[src/inc/ltt_pkg.sv]
// Constants shared by the low rate tick timer
package ltt_pkg;
  localparam int CNT_W = 8;
  localparam int IRQ_N = 4;
  localparam int PRESC_W = 17;
  // System clock period and the 256 Hz tick period, in ns
  localparam int CLK_PERIOD_NS = 40;
  localparam int TICK_PERIOD_NS = 3906250;
  localparam int TICK_CYCLES = TICK_PERIOD_NS / CLK_PERIOD_NS;
  // Counter bit of each interrupt tap
  localparam int TAP32_BIT = 2;
  localparam int TAP8_BIT = 4;
  localparam int TAP2_BIT = 6;
  localparam int TAP1_BIT = 7;
  // Position of each tap in the flag and mask words
  localparam int IDX_TAP32 = 3;
  localparam int IDX_TAP8 = 2;
  localparam int IDX_TAP2 = 1;
  localparam int IDX_TAP1 = 0;
  localparam logic [CNT_W-1:0] CNT_RESET = 8'h00;
  localparam logic [CNT_W-1:0] CNT_ONE = 8'h01;
  localparam logic [IRQ_N-1:0] IRQ_NONE = 4'h0;
  localparam logic [PRESC_W-1:0] PRESC_RESET = 17'h00000;
  localparam logic [PRESC_W-1:0] PRESC_ONE = 17'h00001;
endpackage

[src/design/ltt_tick_timer.sv]
// Low rate tick timer: 8-bit counter on a 256 Hz tick with tap interrupts
// Functional notes
// - Eight-bit up-counter advanced by 256 Hz tick, all bits readable.
// - No counting tick reaches the counter while sleep mode is asserted.
// - Clear write or system reset forces the counter to zero.
// - Run bit one starts counting; zero gates the tick and halts.
// - Stop and start keep the counter value; counting resumes from it.
// - Run and clear written together: clear first, then count from zero.
// - While counting, falling edges of 32, 8, 2, 1 Hz taps from a count step raise causes.
// - Interrupt request forwarded only when that cause is enabled.
// - Run bit changes take effect at next 256 Hz falling edge.
// - After writing run zero, counter increments once more before halt.
// - Run bit reads one after stop request until counter really halts.
// - All four causes share one interrupt output; flags identify cause.
// - Real-time clock start restarts the 256 Hz prescaler phase.
// - Clear while running continues from zero; while stopped holds zero.
// - Each tap falling edge from a count step sets its flag; request needs enable one.
// - Flags cleared by writing one; software clears before enabling.
`timescale 1ns/100ps
module ltt_tick_timer #(
  parameter int TICK_CYCLES = ltt_pkg::TICK_CYCLES
) (
  // Clock and reset
  input wire logic clk_sys,
  input wire logic rst_n,
  // System state
  input wire logic sleep_mode,
  input wire logic rtc_start,
  // Timer control write
  input wire logic ctl_wr,
  input wire logic ctl_run_wdata,
  input wire logic ctl_clear_wdata,
  output logic run_control_bit,
  // Counter value
  output logic [ltt_pkg::CNT_W-1:0] counter_value,
  // Interrupt enables
  input wire logic mask_wr,
  input wire logic [ltt_pkg::IRQ_N-1:0] mask_wdata,
  output logic [ltt_pkg::IRQ_N-1:0] tick_mask,
  // Interrupt flags, cleared by writing one
  input wire logic flag_wr,
  input wire logic [ltt_pkg::IRQ_N-1:0] flag_wdata,
  output logic [ltt_pkg::IRQ_N-1:0] tick_flags,
  // Shared request to the interrupt controller unit
  output logic irq
);
  localparam logic [ltt_pkg::PRESC_W-1:0] PRESC_LAST =
    ltt_pkg::PRESC_W'(TICK_CYCLES - 1);

  logic [ltt_pkg::PRESC_W-1:0] presc_q, presc_d;
  logic tick;
  logic [ltt_pkg::CNT_W-1:0] cnt_q, cnt_d, cnt_inc;
  logic run_req_q, run_req_d;
  logic run_q, run_d;
  logic [ltt_pkg::IRQ_N-1:0] mask_q, mask_d;
  logic [ltt_pkg::IRQ_N-1:0] flag_q, flag_d, cause;
  logic irq_q, irq_d;
  logic clear_wr;

  assign clear_wr = ctl_wr && ctl_clear_wdata;

  // Prescaler: one tick per 256 Hz falling edge, frozen in sleep
  always_comb
  begin
    presc_d = presc_q;
    tick = 1'b0;
    if (rtc_start)
    begin
      presc_d = ltt_pkg::PRESC_RESET;
    end
    else if (!sleep_mode)
    begin
      if (presc_q == PRESC_LAST)
      begin
        presc_d = ltt_pkg::PRESC_RESET;
        tick = 1'b1;
      end
      else
      begin
        presc_d = presc_q + ltt_pkg::PRESC_ONE;
      end
    end
  end

  always_ff @(posedge clk_sys)
  begin
    if (!rst_n)
      presc_q <= ltt_pkg::PRESC_RESET;
    else
      presc_q <= presc_d;
  end

  // Counter and run control
  assign cnt_inc = cnt_q + ltt_pkg::CNT_ONE;

  always_comb
  begin
    run_req_d = run_req_q;
    run_d = run_q;
    cnt_d = cnt_q;
    if (ctl_wr)
    begin
      run_req_d = ctl_run_wdata;
    end
    if (tick)
    begin
      if (run_q)
      begin
        cnt_d = cnt_inc;
      end
      run_d = run_req_q;
    end
    if (clear_wr)
    begin
      cnt_d = ltt_pkg::CNT_RESET;
    end
  end

  always_ff @(posedge clk_sys)
  begin
    if (!rst_n)
    begin
      run_req_q <= 1'b0;
      run_q <= 1'b0;
      cnt_q <= ltt_pkg::CNT_RESET;
    end
    else
    begin
      run_req_q <= run_req_d;
      run_q <= run_d;
      cnt_q <= cnt_d;
    end
  end

  // Tap falling edges while counting
  always_comb
  begin
    cause = ltt_pkg::IRQ_NONE;
    if (tick && run_q && !clear_wr)
    begin
      cause[ltt_pkg::IDX_TAP32] =
        cnt_q[ltt_pkg::TAP32_BIT] && !cnt_inc[ltt_pkg::TAP32_BIT];
      cause[ltt_pkg::IDX_TAP8] =
        cnt_q[ltt_pkg::TAP8_BIT] && !cnt_inc[ltt_pkg::TAP8_BIT];
      cause[ltt_pkg::IDX_TAP2] =
        cnt_q[ltt_pkg::TAP2_BIT] && !cnt_inc[ltt_pkg::TAP2_BIT];
      cause[ltt_pkg::IDX_TAP1] =
        cnt_q[ltt_pkg::TAP1_BIT] && !cnt_inc[ltt_pkg::TAP1_BIT];
    end
  end

  // Flags and mask; a new cause wins over a clear in the same cycle
  always_comb
  begin
    mask_d = mask_wr ? mask_wdata : mask_q;
    flag_d = flag_q;
    if (flag_wr)
    begin
      flag_d = flag_q & ~flag_wdata;
    end
    flag_d = flag_d | cause;
    irq_d = |(flag_d & mask_d);
  end

  always_ff @(posedge clk_sys)
  begin
    if (!rst_n)
    begin
      mask_q <= ltt_pkg::IRQ_NONE;
      flag_q <= ltt_pkg::IRQ_NONE;
      irq_q <= 1'b0;
    end
    else
    begin
      mask_q <= mask_d;
      flag_q <= flag_d;
      irq_q <= irq_d;
    end
  end

  assign run_control_bit = run_req_q || run_q;
  assign counter_value = cnt_q;
  assign tick_mask = mask_q;
  assign tick_flags = flag_q;
  assign irq = irq_q;
endmodule

[config.mk]
export PLATFORM = sky130hd
export DESIGN_NAME = ltt_tick_timer
export DESIGN_NICKNAME = d
export VERILOG_FILES = /design/src/inc/ltt_pkg.sv /design/src/design/ltt_tick_timer.sv
export SDC_FILE = /design/constraint.sdc
export NUM_CORES = 1
export LEC_CHECK = 0
export ABC_AREA = 1
export BUFFER_PORTS_ARGS = -buffer_cell sky130_fd_sc_hd__buf_2
export CORE_MARGIN = 5
export CORE_UTILIZATION = 54
export DETAILED_ROUTE_END_ITERATION = 10
export PLACE_DENSITY = 0.82
export SLEW_MARGIN = 20
export SYNTH_ARGS = -nofsm -noshare
export SYNTH_HDL_FRONTEND = slang
export SYNTH_SLANG_ARGS = --single-unit
[constraint.sdc]
create_clock -name clk_sys -period 2.1 [get_ports clk_sys]
set_input_delay 0.105 -clock clk_sys [delete_from_list [all_inputs] [get_ports clk_sys]]
set_output_delay 0.105 -clock clk_sys [all_outputs]
set_load 0.005 [all_outputs]
==> impl_metrics.env, run 1 <==
export IMPL_numCtsBuffers=5
export IMPL_routed_via_count=1631
export IMPL_synth_avg_cell_area_sq_um=7.076
export IMPL_synthesis_nets=267
export IMPL_yosys_top_cells_count="nand2_1, inv_1, dfxtp_1"
export IMPL_cts_buffer_depth=2
export IMPL_status="finished, final reports clean"
export IMPL_synth_area_top_cells="dfxtp_1, nand2_1, inv_1, a21oi_1, nor2_1"
export IMPL_fin_nets=309
export IMPL_max_stage_delay_ns=0.39
export IMPL_finalSetupViolations=0
export IMPL_yosys_area_top_type="dfxtp_1"
export IMPL_ioPinCount=35
export IMPL_num_rows=20
export IMPL_netlist_area_sq_mm=0.001727
export IMPL_grt_pass1_wl_microns=6555
export IMPL_clock_sinks=36
export IMPL_yosysSeqAreaShare=0.4174
export IMPL_startpoint_type="flip-flop"
export IMPL_dp_cells=322
export IMPL_synthMuxAreaShare=0
export IMPL_grt_use_total=0.1903
export IMPL_cp_max_fo=7
export IMPL_coreArea_sq_mm=0.003053
export IMPL_yosysWarnings=0
export IMPL_min_path_type="in -> reg"
export IMPL_layout_drive_gt1_share=0.1958
export IMPL_synth_distinct_cells=26
export IMPL_synth_simple_area_share=0.3022
export IMPL_wl_per_cell_microns=11.09
export IMPL_synth_xor_area_share=0.01014
export IMPL_antenna_diode_count=0
export IMPL_irDropWorstVdd_mv=0.5120
export IMPL_grt_max_degree=13
export IMPL_maxCapViolations=0
export IMPL_synth_top_family_by_area="simple AND/OR/NAND/NOR gates"
export IMPL_fin_cells=330
export IMPL_worstPathRequired_ns=2.37
export IMPL_place_hpwl_microns=2793
export IMPL_antenna_found_initial=0
export IMPL_place_congestion=0.8421
export IMPL_synthCells=244
export IMPL_ant_nets=0
export IMPL_tritoncts="yes"
export IMPL_crit_type="reg -> reg"
export IMPL_rsz0062_at_grt="false"
export IMPL_cp_slowest_cell="dfxtp_1"
export IMPL_relSlewSlack=0.7304
export IMPL_route_detailed_drc=0
export IMPL_yosys_area_top_type_share=0.4174
export IMPL_synth_seq_cells=36
export IMPL_worstMarginPinSlew_ns=0.4029
export IMPL_drt_wl_total_microns=3661
export IMPL_grt_ovfl_total=0
export IMPL_synth_fa_ha_area_frac=0.04348
export IMPL_worstPathCellList="ha_1 > inv_1 > nor2_1 > nand3_1 > nor3_4 > nand2_4 > inv_2 > nand2_2 > or2_0 > a21oi_1"
export IMPL_dr_pass1_iters=4
export IMPL_chipWidth_microns=66.55
export IMPL_cts_max_level=2
export IMPL_die_area_sq_mm=0.004428
export IMPL_cts_root_buf="clkbuf_4"
export IMPL_final_util=0.6668
export IMPL_async_flop_share=0
export IMPL_fin_crit_sh=0.8615
export IMPL_synth_edff_count=0
export IMPL_path_buf_inv=2
export IMPL_tns_ns=0
export IMPL_initial_core_util=0.5656
export IMPL_synth_compound_area_frac=0.1348
export IMPL_die_h_microns=66.55
export IMPL_p_per_area_mw_per_mm2=578.8
export IMPL_max_freq_ghz=0.5527
export IMPL_endpoint_kind="flip-flop"
export IMPL_hold_viol_final=0
export IMPL_port_buffers=34
export IMPL_synth_most_common_cell="nand2_1"
export IMPL_p_leak_uw=0.0009527
export IMPL_finClkSkew_ns=0.007697
export IMPL_synth_top_flop_cell="dfxtp_1"
export IMPL_min_period_ns=1.809
export IMPL_drt_iter0_drc=65
export IMPL_grt_pass1_vias=1573
export IMPL_routed_via_density=4.942
export IMPL_area_growth_pct=17.90
export IMPL_clk_insertion_delay_late_ns=0.33
export IMPL_worstPathArrival_ns=2.08
export IMPL_cp_top_family="simple AND/OR/NAND/NOR gates"
export IMPL_cts_reportedPaths_clkPinSlew_ns=0.10
export IMPL_slew_violations=0
## area by class of cell
cell class              instances  area [sq um]
multi-input cells             166         852.1
repair buffers                 36         187.7
clock buffers                   7         65.06
fillers                       289          1017
inverters                      41         155.1
well taps                      44         55.05
flip-flops and latches         36         720.7
## per-stage QoR
stage	total power, uW	hold WS, ns	area [sq um]	setup WS (ns)
2_1_floorplan	748.3	0.2434	1727	0.4773
3_3_place_gp	781.9	0.3432	1956	0.3703
3_5_place_dp	783.5	0.3527	1956	0.3131
4_1_cts	1183	0.001929	2021	0.2934
5_1_grt	1231	0.02105	2036	0.01034
6_report	1178	0.01113	2036	0.2908
## layer usage
metal,up-vias,part of all wire,global-route usage
li1,874,-,-
met5,-,0,0
met3,7,0.055,0.06408
met4,0,0.016,0.06345
met1,711,0.47,0.2394
met2,39,0.46,0.3032
## registers in the layout, summed over array words and instances, names as in the netlist
name and cells:
run_req_q 1, irq 1, run_q 1, tick_mask 4, counter_value 8, tick_flags 4
presc_q 17
## layout by cell type (no fill, tap or decap), drive strengths merged
cell type    instances
a31oi                2
dlygate4sd3          1
ha                   6
nor3                14
dfxtp               36
nor3b                1
clkinv               1
buf                 35
nor4                 2
nor2                32
xor2                 2
and3                 1
inv                 40
clkbuf               7
nand4                6
nand2               45
or2                  2
o21a                 2
nand3               10
o21ai               18
a21oi               23
## kinds of logic after synthesis
group / after synthesis
AO/OA/AOI/OAI: 45
adder cells (fa/ha/maj): 6
AND/OR/NAND/NOR: 113
XOR/XNOR: 2
buffers and inverters: 42
flip-flops: 36
## final timing paths
check / from / to / slack, ns / cells after the start
worst max-delay path: presc_q[0] / counter_value[5] / 0.29 / 10
worst min-delay path: ctl_run_wdata / run_req_q / 0.01 / 3
worst max register to register: presc_q[0] / counter_value[5] / 0.29 / 10
worst min register to register: run_req_q / run_q / 0.49 / 2
## repair_timing
item                                    CTS  global route
hold endpoints to repair                  0             1
setup buffers                             0             0
endpoints found under the setup margin    0             1
hold buffers                              0             1
gates resized for setup                   0             1
## worst min-delay path, stage by stage
cell,delay (ns)
buf_2,0.08
a21oi_1,0.05
nor2_1,0.08
## power by group
group | total (uW) | internal (uW) | switching (uW)
clock network | 409 | 190 | 219
registers | 694 | 690 | 4.06
logic | 74.7 | 30.8 | 43.9
Note: power is estimated with default switching activity, not from simulation.
==> inputs of run 2 (changes only) <==
clock period = 1.7 ns   (was 2.1 ns; I/O delays follow)
==> impl_metrics.env, run 2 (synthesized netlist as in run 1, its figures left out) <==
export IMPL_regMostFlops="presc_q"
export IMPL_max_freq_ghz=0.5956
export IMPL_drt_iter0_drc=98
export IMPL_crit_type="reg -> reg"
export IMPL_setup_slack_ns=0.02111
export IMPL_r2r_start="presc_q[0]"
export IMPL_cts_reportedPaths_clkPinSlew_ns=0.11
export IMPL_worstPathRequired_ns=1.93
export IMPL_largest_reg_flops=17
export IMPL_min_period_ns=1.679
export IMPL_tritoncts="yes"
export IMPL_grt_max_degree=12
export IMPL_antenna_diode_count=0
export IMPL_cts_buffer_depth=2
export IMPL_endpoint="counter_value[2]"
export IMPL_crit_start="presc_q[0]"
export IMPL_fin_area_sq_mm=0.002317
export IMPL_fin_crit_sh=0.9876
export IMPL_layout_drive_gt1_share=0.3397
export IMPL_finalSetupViolations=0
export IMPL_wl_per_cell_microns=13.27
export IMPL_fin_nets=335
export IMPL_slew_violations=0
export IMPL_endpoint_kind="flip-flop"
export IMPL_route_detailed_drc=0
export IMPL_p_leak_uw=0.001088
export IMPL_grt_pass1_vias=1693
export IMPL_reg2reg_depth=9
export IMPL_worstPathArrival_ns=1.91
export IMPL_final_common_cell="nand2_1"
export IMPL_p_per_area_mw_per_mm2=641.8
export IMPL_place_congestion=0.8321
export IMPL_die_h_microns=66.55
export IMPL_rsz0062_at_grt="true"
export IMPL_clock_sinks=36
export IMPL_antenna_found_initial=0
export IMPL_maxCapViolations=0
export IMPL_cts_root_buf="clkbuf_4"
export IMPL_relSlewSlack=0.7011
export IMPL_min_path_type="in -> reg"
export IMPL_chipWidth_microns=66.55
export IMPL_cts_max_level=2
export IMPL_grt_pass1_wl_microns=6989
export IMPL_routed_via_count=1865
export IMPL_routed_via_density=5.239
export IMPL_status="finished, final reports clean"
export IMPL_clk_insertion_delay_late_ns=0.35
export IMPL_grt_use_total=0.2048
export IMPL_grt_ovfl_total=0
export IMPL_ioPinCount=35
export IMPL_num_rows=20
export IMPL_dp_slack_ns=-0.03187
export IMPL_port_buffers=34
export IMPL_place_hpwl_microns=2941
export IMPL_regToRegSetupSlack_ns=0.02
export IMPL_drt_wl_total_microns=4725
export IMPL_tns_ns=0
export IMPL_layout_common_cells="nand2_1, buf_2, inv_1"
export IMPL_finClkSkew_ns=0.006630
export IMPL_numCtsBuffers=5
export IMPL_startpoint_type="flip-flop"
export IMPL_die_area_sq_mm=0.004428
export IMPL_cp_max_fo=6
export IMPL_irDropWorstVdd_mv=0.5432
export IMPL_regToRegEndpoint="counter_value[2]"
export IMPL_coreArea_sq_mm=0.003053
export IMPL_ant_nets=0
export IMPL_holdWs_ns=0.02292
export IMPL_hold_viol_final=0
export IMPL_dr_pass1_iters=4
export IMPL_area_growth_pct=34.20
export IMPL_initial_core_util=0.5656
export IMPL_worstMarginPinSlew_ns=0.4467
export IMPL_dpl_cell_area_sq_mm=0.002076
## run 2: cell count changes in the layout (fill, tap and decap cells not counted), moves of 3 or more
cell,delta
inv_2,+3
inv_1,-4
dfxtp_1,-11
buf_4,+24
nor2_1,-3
dfxtp_2,+9
## run 2: where the power goes
part           total (uW)  switching (uW)  internal, uW
Sequential            855            5.07           850
Combinational         112            61.9          49.9
Clock                 520             286           234
Total                1490             353          1130
## run 2: worst min-delay path by stage
stage	cells past startpoint	from	end	slack, ns
4_1_cts	4	flag_wdata[3]	tick_flags[3]	0.02
5_1_grt	4	flag_wdata[3]	tick_flags[3]	0.02
2_1_floorplan	2	rst_n	run_q	0.22
3_5_place_dp	3	ctl_run_wdata	run_req_q	0.33
6_report	4	flag_wdata[3]	tick_flags[3]	0.02
3_3_place_gp	3	ctl_run_wdata	run_req_q	0.33
## run 2: final cells by class
| class | instances | area [sq um] |
|---|---|---|
| flip-flops and latches | 36 | 739.5 |
| clock buffers | 7 | 65.06 |
| fillers | 241 | 735.7 |
| inverters | 41 | 157.7 |
| repair buffers | 62 | 387.9 |
| well taps | 44 | 55.05 |
| multi-input cells | 166 | 912.1 |
## run 2: worst max-delay path: stages (launching register included)
cell and delay (ns):
dfxtp_2 0.37, ha_4 0.15, inv_2 0.04, nor2_2 0.08, nand3_2 0.10, nor3_4 0.26
nand2_4 0.11, buf_4 0.16, o21ai_0 0.22, a21oi_1 0.08
## run 2: repair_timing
item	4_1_cts	5_1_grt
gates cloned	0	0
pin swaps	2	14
setup buffers	2	6
endpoints found under the setup margin	9	13
hold endpoints to repair	2	0
resized for setup	5	29
hold buffers	3	0
## run 2: routing by layer
layer  routed length (microns)  track usage  vias to the layer above
li1                          -            -                      928
met1                      1914       0.2487                      837
met2                      2325       0.3317                       83
met3                       311      0.04553                       17
met4                       174       0.1142                        0
met5                         0            0                        -
## run 2: through the flow
| stage | cells | util | power, uW |
|---|---|---|---|
| floorplan | 244 | - | 924.3 |
| global placement | 338 | 0.6799 | 972.4 |
| detailed placement | 338 | 0.6799 | 974.4 |
| CTS | 350 | 0.7209 | 1487 |
| global route | 356 | 0.7590 | 1552 |
| finish | 356 | 0.7590 | 1487 |
==> inputs of run 3 (changes only) <==
CORE_UTILIZATION = 45   (was 54)
PLACE_DENSITY = 0.7   (was 0.82)
==> impl_metrics.env, run 3 (synthesized netlist as in run 1, its figures left out) <==
export IMPL_status="finished, final reports clean"
export IMPL_hold_start="ctl_run_wdata"
export IMPL_final_common_cell="nand2_1"
export IMPL_die_area_sq_mm=0.005176
export IMPL_internal_power_uw=1328
export IMPL_cp_max_fo=6
export IMPL_area_growth_pct=34.06
export IMPL_min_path_type="in -> reg"
export IMPL_worstPathRequired_ns=1.93
export IMPL_hold_depth=3
export IMPL_rsz0062_at_grt="true"
export IMPL_hold_viol_final=0
export IMPL_wl_per_cell_microns=11.43
export IMPL_p_leak_uw=0.001087
export IMPL_r2r_start="presc_q[4]"
export IMPL_initial_core_util=0.4681
export IMPL_regToRegSetupSlack_ns=0.07
export IMPL_use_met2=0.2622
export IMPL_swShare=0.2222
export IMPL_regMostFlops="presc_q"
export IMPL_p_per_area_mw_per_mm2=737.6
export IMPL_coreArea_sq_mm=0.003689
export IMPL_met1_usage=0.2118
export IMPL_route_detailed_drc=0
export IMPL_grt_ovfl_total=0
export IMPL_fin_nets=329
export IMPL_cts_max_level=2
export IMPL_relSlewSlack=0.6971
export IMPL_holdWs_ns=0.02436
export IMPL_die_h_microns=71.95
export IMPL_antenna_diode_count=0
export IMPL_regToRegEndpoint="counter_value[5]"
export IMPL_largest_reg_flops=17
export IMPL_grt_pass1_wl_microns=6893
export IMPL_worstPathArrival_ns=1.85
export IMPL_hold_end="run_req_q"
export IMPL_antenna_found_initial=0
export IMPL_reg2reg_depth=9
export IMPL_dr_pass1_iters=4
export IMPL_routed_via_count=1724
export IMPL_num_rows=22
export IMPL_min_period_ns=1.626
export IMPL_tns_ns=0
export IMPL_worstMarginPinSlew_ns=0.4527
export IMPL_cts_reportedPaths_clkPinSlew_ns=0.08
export IMPL_endpoint_kind="flip-flop"
export IMPL_place_congestion=0.8845
export IMPL_drt_wl_total_microns=4056
export IMPL_startpoint_type="flip-flop"
export IMPL_power_frac_clock=0.439
export IMPL_layout_common_cells="nand2_1, inv_1, buf_2"
export IMPL_cts_root_buf="clkbuf_8"
export IMPL_slew_violations=0
export IMPL_drt_iter0_drc=83
export IMPL_ant_nets=0
export IMPL_chipWidth_microns=71.95
export IMPL_grt_use_total=0.1649
export IMPL_clk_insertion_delay_late_ns=0.29
export IMPL_power_share_sequential=0.503
export IMPL_routed_via_density=4.856
export IMPL_pwr_share_comb=0.058
export IMPL_port_buffers=34
export IMPL_maxCapViolations=0
export IMPL_fin_crit_sh=0.9565
export IMPL_crit_type="reg -> reg"
export IMPL_ioPinCount=35
export IMPL_top_usage_layer="met2"
export IMPL_max_freq_ghz=0.6150
export IMPL_numCtsBuffers=5
export IMPL_grt_pass1_vias=1634
export IMPL_final_util=0.6275
export IMPL_finClkSkew_ns=0.008649
export IMPL_clock_sinks=36
export IMPL_cts_buffer_depth=2
export IMPL_grt_util_met3=0.04848
export IMPL_layout_drive_gt1_share=0.3225
export IMPL_grt_max_degree=13
export IMPL_tritoncts="yes"
export IMPL_finalSetupViolations=0
export IMPL_irDropWorstVdd_mv=0.4699
export IMPL_place_hpwl_microns=2975
export IMPL_power_switching_uw=379.3
==> run 3: power by group through the flow <==
stage / clock (uW) / combinational, uW / sequential (uW)
global route: 812 / 114 / 859
detailed placement: 0 / 94.7 / 877
CTS: 774 / 96.9 / 858
global placement: 0 / 93.9 / 876
floorplan: 0 / 46.5 / 878
finish: 750 / 99.0 / 858
==> run 3: area by class of cell <==
class                      count  area, sq um
multi-input combinational    166        925.9
clock inverter                 3        42.54
clock buffer                   5        68.82
sequential                    36        726.9
timing repair buffer          56        335.3
tap                           48        60.06
inverter                      41        155.1
fill                         334         1374
==> run 3: worst max-delay path by stage <==
stage / slack, ns / endpoint / startpoint / cells past startpoint
floorplan: 0.08 / counter_value[5] / presc_q[0] / 10
global placement: 0.004 / counter_value[5] / presc_q[0] / 10
detailed placement: -0.03 / counter_value[5] / presc_q[0] / 10
CTS: 0.01 / counter_value[5] / presc_q[1] / 10
global route: -0.08 / counter_value[5] / presc_q[0] / 10
finish: 0.07 / counter_value[5] / presc_q[4] / 9
==> run 3: worst max-delay path, cell delays in order, from the launching register on <==
cell and delay [ns]:
dfxtp_1 0.38, nand2_2 0.11, clkinv_2 0.08, nand3_2 0.11
nor3_4 0.32, nand2_4 0.11, inv_2 0.08, nand2_2 0.04
or2_0 0.19, a21oi_1 0.14
==> run 3: routing by layer <==
layer  vias to the layer above  share of wire
met4                         0          0.022
met3                         9          0.051
met1                       762           0.48
li1                        914              -
met2                        39           0.45
met5                         -              0
==> run 3: per-stage QoR <==
step                      power [uW]  setup slack, ns  instance area, sq um  cells
after floorplan                924.3          0.07728                  1727    244
after global placement         969.9         0.004064                  2073    341
after detailed placement       971.2         -0.02987                  2073    341
after CTS                       1729          0.01320                  2222    351
after global routing            1786         -0.08073                  2315    355
final                           1707          0.07387                  2315    355
==> run 3: repair_timing <==
item	CTS	global route
setup endpoints to repair	7	20
hold buffers	0	0
buffers inserted	2	4
cloned	0	0
pin swaps	4	9
gates resized for setup	6	23
